### src/rtl/ebtec_params.svh
`ifndef EBTEC_PARAMS_SVH
`define EBTEC_PARAMS_SVH
`define EBTEC_ADDR_W 18
`define EBTEC_IDX_PAIR_OUT_CTRL 16'hff4f
`define EBTEC_IDX_FIRST_MODE 16'hff68
`define EBTEC_IDX_SECOND_MODE 16'hff70
`define EBTEC_IDX_THIRD_MODE 16'hff78
`define EBTEC_IDX_FIRST_CLK 16'hff69
`define EBTEC_IDX_SECOND_CLK 16'hff71
`define EBTEC_IDX_THIRD_CLK 16'hff79
`define EBTEC_IDX_COMPARE_BASE 16'hff60
`define EBTEC_IDX_COUNTER_BASE 16'hff64
`define EBTEC_IDX_MATCH_FLAGS 16'hff7c
`define EBTEC_MODE_RESET 8'h04
`define EBTEC_PAIR_RESET 8'h00
`define EBTEC_MODE_FORCE_MASK 8'h0c
`define EBTEC_PAIR_A_OE 0
`define EBTEC_PAIR_A_INV 1
`define EBTEC_PAIR_A_FR 2
`define EBTEC_PAIR_A_FS 3
`define EBTEC_PAIR_B_OE 4
`define EBTEC_PAIR_B_INV 5
`define EBTEC_PAIR_B_FR 6
`define EBTEC_PAIR_B_FS 7
`define EBTEC_CLK_SEL_MAX 4'hc
`define EBTEC_PSC_W 12
`define EBTEC_RESP_OKAY 2'h0
`define EBTEC_RESP_SLVERR 2'h2
`endif

### src/rtl/ebtec_pkg.sv
package ebtec_pkg;
  typedef struct packed {
    logic count_enable;
    logic mode_select;
    logic unused_zero;
    logic cascade_select;
    logic force_set;
    logic force_reset;
    logic invert_or_level;
    logic output_enable;
  } ebtec_mode_t;

  typedef struct packed {
    logic [15:0] idx;
    logic [31:0] data;
    logic [3:0] strb;
  } ebtec_wr_t;
endpackage

### src/rtl/ebtec_top.sv
// Implementation choice: register access over AXI4-Lite.
`timescale 1ns/1ps
`include "ebtec_params.svh"

module ebtec_top #(
  parameter int CHANNELS = 3
) (
  input wire logic I_CLK,
  input wire logic I_RST,
  input wire logic [`EBTEC_ADDR_W-1:0] I_AWADDR,
  input wire logic I_AWVALID,
  output logic O_AWREADY,
  input wire logic [31:0] I_WDATA,
  input wire logic [3:0] I_WSTRB,
  input wire logic I_WVALID,
  output logic O_WREADY,
  output logic [1:0] O_BRESP,
  output logic O_BVALID,
  input wire logic I_BREADY,
  input wire logic [`EBTEC_ADDR_W-1:0] I_ARADDR,
  input wire logic I_ARVALID,
  output logic O_ARREADY,
  output logic [31:0] O_RDATA,
  output logic [1:0] O_RRESP,
  output logic O_RVALID,
  input wire logic I_RREADY,
  input wire logic [CHANNELS-1:0] I_PORT_DATA,
  output logic [CHANNELS-1:0] O_TIMER_PIN,
  output logic [CHANNELS-1:0] O_TIMER_SEL
);
  localparam logic [15:0] MODE_IDX [3] = '{`EBTEC_IDX_FIRST_MODE, `EBTEC_IDX_SECOND_MODE, `EBTEC_IDX_THIRD_MODE};
  localparam logic [15:0] CLK_IDX [3] = '{`EBTEC_IDX_FIRST_CLK, `EBTEC_IDX_SECOND_CLK, `EBTEC_IDX_THIRD_CLK};
  // The pair reset word is split into the per-counter enable and invert bits that it holds.
  localparam logic [7:0] PAIR_RST = `EBTEC_PAIR_RESET;

  ebtec_pkg::ebtec_mode_t mode [CHANNELS];
  logic [7:0] cmp [CHANNELS];
  logic [7:0] cnt [CHANNELS];
  logic [3:0] csel [CHANNELS];
  logic [`EBTEC_PSC_W-1:0] psc [CHANNELS];
  logic [CHANNELS-1:0] ff;
  logic [CHANNELS-1:0] flag;
  logic [1:0] pair_oe;
  logic [1:0] pair_inv;
  ebtec_pkg::ebtec_wr_t wq;

  logic wr_go;
  logic wr_hit;
  logic [CHANNELS-1:0] psc_tick;
  logic [CHANNELS-1:0] en_eff;
  logic [CHANNELS-1:0] tick;
  logic [CHANNELS-1:0] inc;
  logic [CHANNELS-1:0] ch_eq;
  logic [CHANNELS-1:0] gm;
  logic [CHANNELS-1:0] frc_set;
  logic [CHANNELS-1:0] frc_rst;
  logic [CHANNELS-1:0] oe_eff;
  logic [CHANNELS-1:0] inv_eff;
  logic [31:0] next_rdata;
  logic [1:0] next_rresp;

  // Count clock select s gives a tick every 2^s clocks, so the slowest choice needs the full prescaler.
  // Codes above the largest one are clamped rather than refused, which keeps the count clock defined.
  function automatic logic presc_due(input logic [`EBTEC_PSC_W-1:0] p, input logic [3:0] s);
    logic [3:0] sc;
    logic [`EBTEC_PSC_W-1:0] m;
    begin
      sc = (s > `EBTEC_CLK_SEL_MAX) ? `EBTEC_CLK_SEL_MAX : s;
      m = {`EBTEC_PSC_W{1'b1}} >> (`EBTEC_CLK_SEL_MAX - sc);
      presc_due = &(p | ~m);
    end
  endfunction

  // Write address and data may arrive in either order; the write happens once both are held.
  // Both readies stay low until the response is handed off, which refuses a second write meanwhile.
  assign wr_go = !O_AWREADY && !O_WREADY && !O_BVALID;

  always_ff @(posedge I_CLK or posedge I_RST) begin
    if (I_RST) begin
      O_AWREADY <= 1'b1;
      O_WREADY <= 1'b1;
      O_BVALID <= 1'b0;
      O_BRESP <= `EBTEC_RESP_OKAY;
      wq <= '0;
    end else begin
      if (O_AWREADY && I_AWVALID) begin
        wq.idx <= I_AWADDR[`EBTEC_ADDR_W-1:2];
        O_AWREADY <= 1'b0;
      end
      if (O_WREADY && I_WVALID) begin
        wq.data <= I_WDATA;
        wq.strb <= I_WSTRB;
        O_WREADY <= 1'b0;
      end
      if (wr_go) begin
        O_BVALID <= 1'b1;
        O_BRESP <= wr_hit ? `EBTEC_RESP_OKAY : `EBTEC_RESP_SLVERR;
      end
      if (O_BVALID && I_BREADY) begin
        O_BVALID <= 1'b0;
        O_AWREADY <= 1'b1;
        O_WREADY <= 1'b1;
      end
    end
  end

  // Unmapped indices and the read-only counters answer with an error and change nothing.
  always_comb begin
    wr_hit = (wq.idx == `EBTEC_IDX_PAIR_OUT_CTRL) || (wq.idx == `EBTEC_IDX_MATCH_FLAGS);
    for (int i = 0; i < CHANNELS; i++) begin
      if (wq.idx == MODE_IDX[i] || wq.idx == CLK_IDX[i] || wq.idx == `EBTEC_IDX_COMPARE_BASE + 16'(i)) begin
        wr_hit = 1'b1;
      end
    end
  end

  always_ff @(posedge I_CLK or posedge I_RST) begin
    if (I_RST) begin
      O_ARREADY <= 1'b1;
      O_RVALID <= 1'b0;
      O_RDATA <= '0;
      O_RRESP <= `EBTEC_RESP_OKAY;
    end else if (O_ARREADY && I_ARVALID) begin
      O_ARREADY <= 1'b0;
      O_RVALID <= 1'b1;
      O_RDATA <= next_rdata;
      O_RRESP <= next_rresp;
    end else if (O_RVALID && I_RREADY) begin
      O_RVALID <= 1'b0;
      O_ARREADY <= 1'b1;
    end
  end

  // Read data is captured when the address is taken, so it stands unchanged until rready.
  always_comb begin
    logic [15:0] ridx;
    ridx = I_ARADDR[`EBTEC_ADDR_W-1:2];
    next_rdata = '0;
    next_rresp = `EBTEC_RESP_SLVERR;
    // Force bits act as strobes and are masked out of every read, so they always read as zero.
    if (ridx == `EBTEC_IDX_PAIR_OUT_CTRL) begin
      next_rresp = `EBTEC_RESP_OKAY;
      next_rdata[`EBTEC_PAIR_A_OE] = pair_oe[0];
      next_rdata[`EBTEC_PAIR_A_INV] = pair_inv[0];
      next_rdata[`EBTEC_PAIR_B_OE] = pair_oe[1];
      next_rdata[`EBTEC_PAIR_B_INV] = pair_inv[1];
    end
    if (ridx == `EBTEC_IDX_MATCH_FLAGS) begin
      next_rresp = `EBTEC_RESP_OKAY;
      next_rdata[CHANNELS-1:0] = flag;
    end
    for (int i = 0; i < CHANNELS; i++) begin
      if (ridx == MODE_IDX[i]) begin
        next_rresp = `EBTEC_RESP_OKAY;
        next_rdata[7:0] = mode[i] & ~`EBTEC_MODE_FORCE_MASK;
      end
      if (ridx == CLK_IDX[i]) begin
        next_rresp = `EBTEC_RESP_OKAY;
        next_rdata[3:0] = csel[i];
      end
      if (ridx == `EBTEC_IDX_COMPARE_BASE + 16'(i)) begin
        next_rresp = `EBTEC_RESP_OKAY;
        next_rdata[7:0] = cmp[i];
      end
      if (ridx == `EBTEC_IDX_COUNTER_BASE + 16'(i)) begin
        next_rresp = `EBTEC_RESP_OKAY;
        next_rdata[7:0] = cnt[i];
      end
    end
  end

  // Pair register: channel 0 is counter a, channel 1 is counter b.
  always_ff @(posedge I_CLK or posedge I_RST) begin
    if (I_RST) begin
      pair_oe <= {PAIR_RST[`EBTEC_PAIR_B_OE], PAIR_RST[`EBTEC_PAIR_A_OE]};
      pair_inv <= {PAIR_RST[`EBTEC_PAIR_B_INV], PAIR_RST[`EBTEC_PAIR_A_INV]};
    end else if (wr_go && wq.strb[0] && wq.idx == `EBTEC_IDX_PAIR_OUT_CTRL) begin
      pair_oe <= {wq.data[`EBTEC_PAIR_B_OE], wq.data[`EBTEC_PAIR_A_OE]};
      pair_inv <= {wq.data[`EBTEC_PAIR_B_INV], wq.data[`EBTEC_PAIR_A_INV]};
    end
  end

  // Chain decode runs bottom-up for carries and top-down for the group match.
  always_comb begin
    for (int i = 0; i < CHANNELS; i++) begin
      psc_tick[i] = presc_due(psc[i], csel[i]);
    end
    en_eff[0] = mode[0].count_enable;
    tick[0] = mode[0].count_enable && psc_tick[0];
    inc[0] = tick[0];
    ch_eq[0] = cnt[0] == cmp[0];
    // A cascaded stage borrows the enable and tick of the stage below, so its own bits are ignored.
    for (int i = 1; i < CHANNELS; i++) begin
      en_eff[i] = mode[i].cascade_select ? en_eff[i-1] : mode[i].count_enable;
      tick[i] = mode[i].cascade_select ? tick[i-1] : (mode[i].count_enable && psc_tick[i]);
      inc[i] = mode[i].cascade_select ? (inc[i-1] && cnt[i-1] == 8'hff) : tick[i];
      ch_eq[i] = (cnt[i] == cmp[i]) && (!mode[i].cascade_select || ch_eq[i-1]);
    end
    // Every interval-mode stage of a group clears on the full-width match, passed down from the top stage.
    gm[CHANNELS-1] = ch_eq[CHANNELS-1];
    for (int i = CHANNELS - 2; i >= 0; i--) begin
      gm[i] = mode[i+1].cascade_select ? gm[i+1] : ch_eq[i];
    end
  end

  generate
    for (genvar i = 0; i < CHANNELS; i++) begin : g_ch
      logic mode_wr;
      logic clear_match;
      logic pwm_on;
      logic pin_val;
      logic next_pin;
      logic next_sel;
      logic mode_fs;
      logic mode_fr;
      assign mode_wr = wr_go && wq.strb[0] && wq.idx == MODE_IDX[i];
      // A force code of 11 is not allowed; it falls to the reset side so the flop stays defined.
      assign mode_fs = mode_wr && wq.data[3] && !wq.data[2];
      assign mode_fr = mode_wr && wq.data[2];
      assign clear_match = !mode[i].mode_select && tick[i] && gm[i];
      // Only the first two channels have a share of the pair register.
      if (i < 2) begin : g_pair
        logic pair_wr;
        assign pair_wr = wr_go && wq.strb[0] && wq.idx == `EBTEC_IDX_PAIR_OUT_CTRL;
        assign frc_set[i] = mode_fs ||
                            (pair_wr && wq.data[4*i+3] && !wq.data[4*i+2]);
        assign frc_rst[i] = mode_fr || (pair_wr && wq.data[4*i+2]);
        assign oe_eff[i] = mode[i].output_enable || pair_oe[i];
        assign inv_eff[i] = mode[i].invert_or_level || pair_inv[i];
      end else begin : g_solo
        assign frc_set[i] = mode_fs;
        assign frc_rst[i] = mode_fr;
        assign oe_eff[i] = mode[i].output_enable;
        assign inv_eff[i] = mode[i].invert_or_level;
      end

      // Force bits are masked on the way in, so a written word never holds a strobe; the reset value 04 sets the force-reset bit.
      always_ff @(posedge I_CLK or posedge I_RST) begin
        if (I_RST) begin
          mode[i] <= `EBTEC_MODE_RESET;
        end else if (mode_wr) begin
          mode[i] <= wq.data[7:0] & ~`EBTEC_MODE_FORCE_MASK;
        end
      end

      // Compare and clock select act at once; software stops the channel before changing them.
      always_ff @(posedge I_CLK or posedge I_RST) begin
        if (I_RST) begin
          cmp[i] <= 8'h00;
          csel[i] <= 4'h0;
        end else if (wr_go && wq.strb[0]) begin
          if (wq.idx == `EBTEC_IDX_COMPARE_BASE + 16'(i)) begin
            cmp[i] <= wq.data[7:0];
          end
          if (wq.idx == CLK_IDX[i]) begin
            csel[i] <= wq.data[3:0];
          end
        end
      end

      // The prescaler runs only while its own enable is set; cascaded stages use the lowest one.
      always_ff @(posedge I_CLK or posedge I_RST) begin
        if (I_RST) begin
          psc[i] <= '0;
        end else if (!mode[i].count_enable) begin
          psc[i] <= '0;
        end else begin
          psc[i] <= psc[i] + 1'b1;
        end
      end

      // An upper stage counts only when the stage below rolls over in the same tick.
      always_ff @(posedge I_CLK or posedge I_RST) begin
        if (I_RST) begin
          cnt[i] <= 8'h00;
        end else if (!en_eff[i]) begin
          cnt[i] <= 8'h00;
        end else if (clear_match) begin
          cnt[i] <= 8'h00;
        end else if (inc[i]) begin
          cnt[i] <= cnt[i] + 8'h01;
        end
      end

      // A forced level wins over a toggle in the same cycle, since software asked for it explicitly.
      always_ff @(posedge I_CLK or posedge I_RST) begin
        if (I_RST) begin
          ff[i] <= 1'b0;
        end else if (frc_rst[i]) begin
          ff[i] <= 1'b0;
        end else if (frc_set[i]) begin
          ff[i] <= 1'b1;
        end else if (clear_match && inv_eff[i]) begin
          ff[i] <= ~ff[i];
        end
      end

      // The match flag is sticky; a match in the clearing cycle keeps it set.
      always_ff @(posedge I_CLK or posedge I_RST) begin
        if (I_RST) begin
          flag[i] <= 1'b0;
        end else if (clear_match) begin
          flag[i] <= 1'b1;
        end else if (wr_go && wq.strb[0] && wq.idx == `EBTEC_IDX_MATCH_FLAGS && wq.data[i]) begin
          flag[i] <= 1'b0;
        end
      end

      // With count enable low pwm_on stays low, which parks the pin at the inactive level.
      assign pwm_on = en_eff[i] && (cnt[i] < cmp[i]);
      assign pin_val = mode[i].mode_select ? (pwm_on ^ mode[i].invert_or_level) : ff[i];
      assign next_sel = oe_eff[i];
      assign next_pin = next_sel ? pin_val : I_PORT_DATA[i];

      // Pin and select both come from flops, so a hand-back to port mode cannot glitch.
      always_ff @(posedge I_CLK or posedge I_RST) begin
        if (I_RST) begin
          O_TIMER_PIN[i] <= 1'b0;
          O_TIMER_SEL[i] <= 1'b0;
        end else begin
          O_TIMER_PIN[i] <= next_pin;
          O_TIMER_SEL[i] <= next_sel;
        end
      end
    end
  endgenerate
endmodule

### config.mk
export PLATFORM = sky130hd
export DESIGN_NAME = ebtec_top
export DESIGN_NICKNAME = d
export VERILOG_FILES = /design/src/rtl/ebtec_pkg.sv /design/src/rtl/ebtec_top.sv
export VERILOG_INCLUDE_DIRS = /design/src /design/src/rtl
export SDC_FILE = /design/constraint.sdc
export NUM_CORES = 1
export LEC_CHECK = 0
export ABC_AREA = 1
export ABC_CLOCK_PERIOD_IN_PS = 4400
export BUFFER_PORTS_ARGS = -buffer_cell sky130_fd_sc_hd__buf_2
export CAP_MARGIN = 20
export CORE_ASPECT_RATIO = 1.1
export CORE_MARGIN = 1
export CORE_UTILIZATION = 45
export DETAILED_ROUTE_END_ITERATION = 12
export MAX_ROUTING_LAYER = met4
export PLACE_DENSITY = 0.68
export REMOVE_ABC_BUFFERS = 1
export SYNTH_ARGS = -nofsm -noshare
export SYNTH_HDL_FRONTEND = slang
export SYNTH_SLANG_ARGS = --single-unit
### constraint.sdc
create_clock -name I_CLK -period 4.4 [get_ports I_CLK]
set_input_delay 0.22 -clock I_CLK [delete_from_list [all_inputs] [get_ports I_CLK]]
set_output_delay 0.22 -clock I_CLK [all_outputs]
set_load 0.02 [all_outputs]
==> results.txt <==
Status = finished clean
Flip-flop cell with the highest count after synthesis = dfrtp_1
R2R Path Start = csel[6]$_DFFE_PP0P_
Clock share of power = 0.383
GR Overflow Total = 0
Internal = 0.002695 W
Top Ports = 129
Aggregate routed wire length = 26810 um
Maximum number of pins on one net before global-route repair = 114
R2R Setup Slk = 1.45 ns
Startpoint class of the critical path = flop
Clock Root Buffer = clkbuf_16
Number of antenna violations at the first check in global routing = 0
Share of synthesized registers carrying an async set or reset = 1.000
Setup repair after global routing missed its margin = false
Placed Instances = 1672
Fin Clk Skew = 0.01531 ns
Global-route wire length before repair = 43580 um
Fraction of power consumed by combinational cells = 0.158
Leakage power = 5.474 nW
DR DRC count = 0
Post-DR wirelength/cell = 15.65 um
Number of global-route vias before repair = 8428
Total of cells resized after clock tree synthesis = 0
Die boundary width = 144.8 um
Final weighted congestion in routability-driven placement = 1.002
Area share of the largest cell type after synthesis = 0.4138
Synthesis-stage register bit count = 170
Worst flop-to-flop path endpoint = cnt[7]$_DFFE_PP0P_
Initial core utilization = 0.4582
Floorplan Core Area = 0.02204 mm2
Num Clock Sinks = 170
Minimum period implied by the final worst setup slack = 2.949 ns
Detail-routed via count per cell = 5.220
Cells on Worst Hold Path = 2
Number of detailed-routing iterations run before antenna repair = 5
Hold Path End = wq[50]$_DFFE_PP0P_
Worst vdd ir = 0.0002485 V
NetSw = 0.001273 W
Overall routing resource usage = 0.2542
Hold Crit Start = I_AWADDR[16]
Avg Synthesized Cell Area = 7.633 um2
Latest clock arrival within the worst-skew pair = 0.44 ns
Placed wire-length estimate = 20400 um
Area grow syn2layout = 12.46%
Library cell with the largest summed area after synthesis = dfrtp_1
# nets final = 1526
Worst hold slack after final layout = 0.01102 ns
Starting DRT DRC Count = 694
Reg clk slew, reported paths = 0.07 ns
Share of final-layout standard cells stronger than drive strength 1 = 0.1333
PortBufs = 71
Arrival time of the worst setup path = 3.28 ns
Deepest clock path buffer count = 2
Critical path capture point type = flop
Depth of the worst register-to-register path = 18
Total CTS buffers = 17
Final Non-Filler Cells = 1713
Post-route clock period utilization = 0.6702
Largest driver fanout on the critical path = 12
CTS tree = done
Via count of the routed design = 8942
Count of cell types in the netlist = 55
Transition time at the pin with the least slew margin = 0.7757 ns
Worst slew margin relative to its limit = 0.4774
Post-synth EDFFs = 0
Yosys warning count = 0
Achievable frequency = 339.1 MHz
Worst hold-check path type = input port to flop
Number of endpoints with negative hold slack in the final report = 0
Final-report max-slew violation count = 0
Switching portion of total power = 0.3209
N_diodes = 0
Die Footprint = 0.02304 mm2
Max_cap viols = 0
Number of instances in the synthesized netlist = 1323
Residual antenna-violating net count after detailed routing = 0
Vert. Die Dim = 159.1 um
Proportion of synthesized chip area in sequential cells = 0.4216
Final setup vio count = 0
Pwr per Cell Area = 349.3 mW/mm2
Mapped cell area = 0.01010 mm2
Top cells by area, synth = dfrtp_1, nand2_1, inv_1, o21ai_0, ha_1
Proportion of power drawn by flip-flops and latches = 0.460
Standard-cell row count = 57
Number of H-tree levels = 4
Setup CP Type = flop to flop
Worst path required time = 4.73 ns
-- cell families (layout without fill, tap and decap cells) --
kind of cell / Yosys count / count (layout) / share of synthesized area
AOI/OAI and AO/OA: 247 / 247 / 0.1326
xor gates and xnor gates: 18 / 18 / 0.01561
adders and majority gates: 39 / 39 / 0.04832
buffers and inverters: 239 / 309 / 0.1010
DFF: 170 / 170 / 0.4216
muxes: 12 / 12 / 0.01338
other: 1 / 26 / 0.0003713
and+or+nand+nor: 597 / 597 / 0.2671
-- state kept, by name, indices dropped and copies added (netlist names), 2 cells and up --
register / cells
pair_inv: 2
O_TIMER_PIN: 3
cnt: 24
cmp: 24
flag: 3
psc: 36
O_TIMER_SEL: 3
pair_oe: 2
mode: 15
csel: 12
O_RDATA: 8
wq: 25
ff: 3
-- power groups by stage --
stage | logic [W] | clock network (W) | registers, W
2_1_floorplan | 0.000353 | 0 | 0.00186
3_3_place_gp | 0.000611 | 0 | 0.00184
3_5_place_dp | 0.000622 | 0 | 0.00185
4_1_cts | 0.000628 | 0.00154 | 0.00182
5_1_grt | 0.000693 | 0.00160 | 0.00184
6_report | 0.000626 | 0.00152 | 0.00182
-- synth_stat cells, types with 12 or more instances --
| master | n |
|---|---|
| nand4_1 | 28 |
| nor3_1 | 30 |
| ha_1 | 39 |
| inv_2 | 14 |
| nand2_2 | 22 |
| a21oi_1 | 69 |
| dfrtp_1 | 167 |
| o21ai_0 | 129 |
| buf_4 | 27 |
| nand2_1 | 271 |
| inv_1 | 176 |
| nor2_1 | 129 |
| o22ai_1 | 12 |
| nand3_1 | 78 |
| clkbuf_1 | 14 |
| mux2_2 | 12 |
| xor2_1 | 15 |
-- layout by cell type, fill, tap and decap left out, types with 4 or more instances in the layout --
cell,synthesis,layout
nor2_2,9,9
clkbuf_16,0,17
inv_6,0,4
xor2_1,15,15
o21ai_0,129,129
o22ai_1,12,12
nor3_1,30,30
nor2_1,129,129
nand4_1,28,28
o211ai_1,4,4
dfrtp_1,167,167
o21ai_1,9,9
buf_2,3,71
a21oi_1,69,69
dlygate4sd3_1,0,8
mux2_2,12,12
conb_1,1,26
nand3_1,78,78
buf_4,27,4
nand3b_1,6,6
nand2_1,271,271
inv_2,14,14
nand2_2,22,22
o2111ai_1,4,4
ha_1,39,39
inv_1,176,175
a31oi_1,5,5
-- per-stage QoR --
stage / instance area (um2) / setup slack, ns / util / TNS [ns] / total power [W]
after detailed placement: 10660 / 1.500 / 0.4837 / 0 / 0.002472
after CTS: 11320 / 1.487 / 0.5137 / 0 / 0.003991
final: 11360 / 1.451 / 0.5154 / 0 / 0.003968
after global placement: 10660 / 1.553 / 0.4837 / 0 / 0.002454
after floorplan: 9899 / -0.4185 / - / -69.89 / 0.002213
after global routing: 11360 / 1.211 / 0.5154 / 0 / 0.004137
-- per-layer routing --
metal,global-route usage,vias up,part of all wire
met3,0.03429,48,0.049
met4,0.1010,0,0.030
met2,0.4034,266,0.48
met1,0.3264,4174,0.44
li1,-,4454,-
met5,-,-,0
-- cell type report --
type                            count  area (um2)
Multi-Input combinational cell    939        4915
Tap cell                          295       369.1
Timing Repair Buffer               84       493.0
Sequential cell                   170        4258
Fill cell                        2141       10680
Inverter                          193       732.0
Clock buffer                       18       429.2
Clock inverter                     14       161.4
-- timing repair --
action                    CTS  global route
buffers inserted            0             0
hold endpoints to repair    7            13
hold buffers                7             1
-- worst max-delay path, cell delays in order, from the launching register on --
cell and delay [ns]:
dfrtp_1 0.47, o21ai_0 0.17, o21ai_0 0.37, inv_1 0.08, ha_1 0.29, inv_1 0.08
nor2_1 0.04, nor3_1 0.16, nand2_1 0.07, nor2_1 0.13, nand3_2 0.08, nand2_2 0.08
nand2_4 0.09, nand2_2 0.23, nand3_2 0.13, nand2_4 0.15, inv_4 0.07, nand3_1 0.09
nand2_1 0.05
-- worst max-delay path by stage --
stage          slack, ns                endpoint                start
2_1_floorplan      -0.42  O_BRESP[1]$_DFFE_PP0P_                I_RST
3_3_place_gp        1.55      cnt[5]$_DFFE_PP0P_  csel[6]$_DFFE_PP0P_
3_5_place_dp        1.50      cnt[7]$_DFFE_PP0P_  csel[6]$_DFFE_PP0P_
4_1_cts             1.49      cnt[7]$_DFFE_PP0P_  csel[6]$_DFFE_PP0P_
5_1_grt             1.21      cnt[5]$_DFFE_PP0P_  csel[6]$_DFFE_PP0P_
6_report            1.45      cnt[7]$_DFFE_PP0P_  csel[6]$_DFFE_PP0P_
No activity file was read; power rests on OpenSTA's default activity.
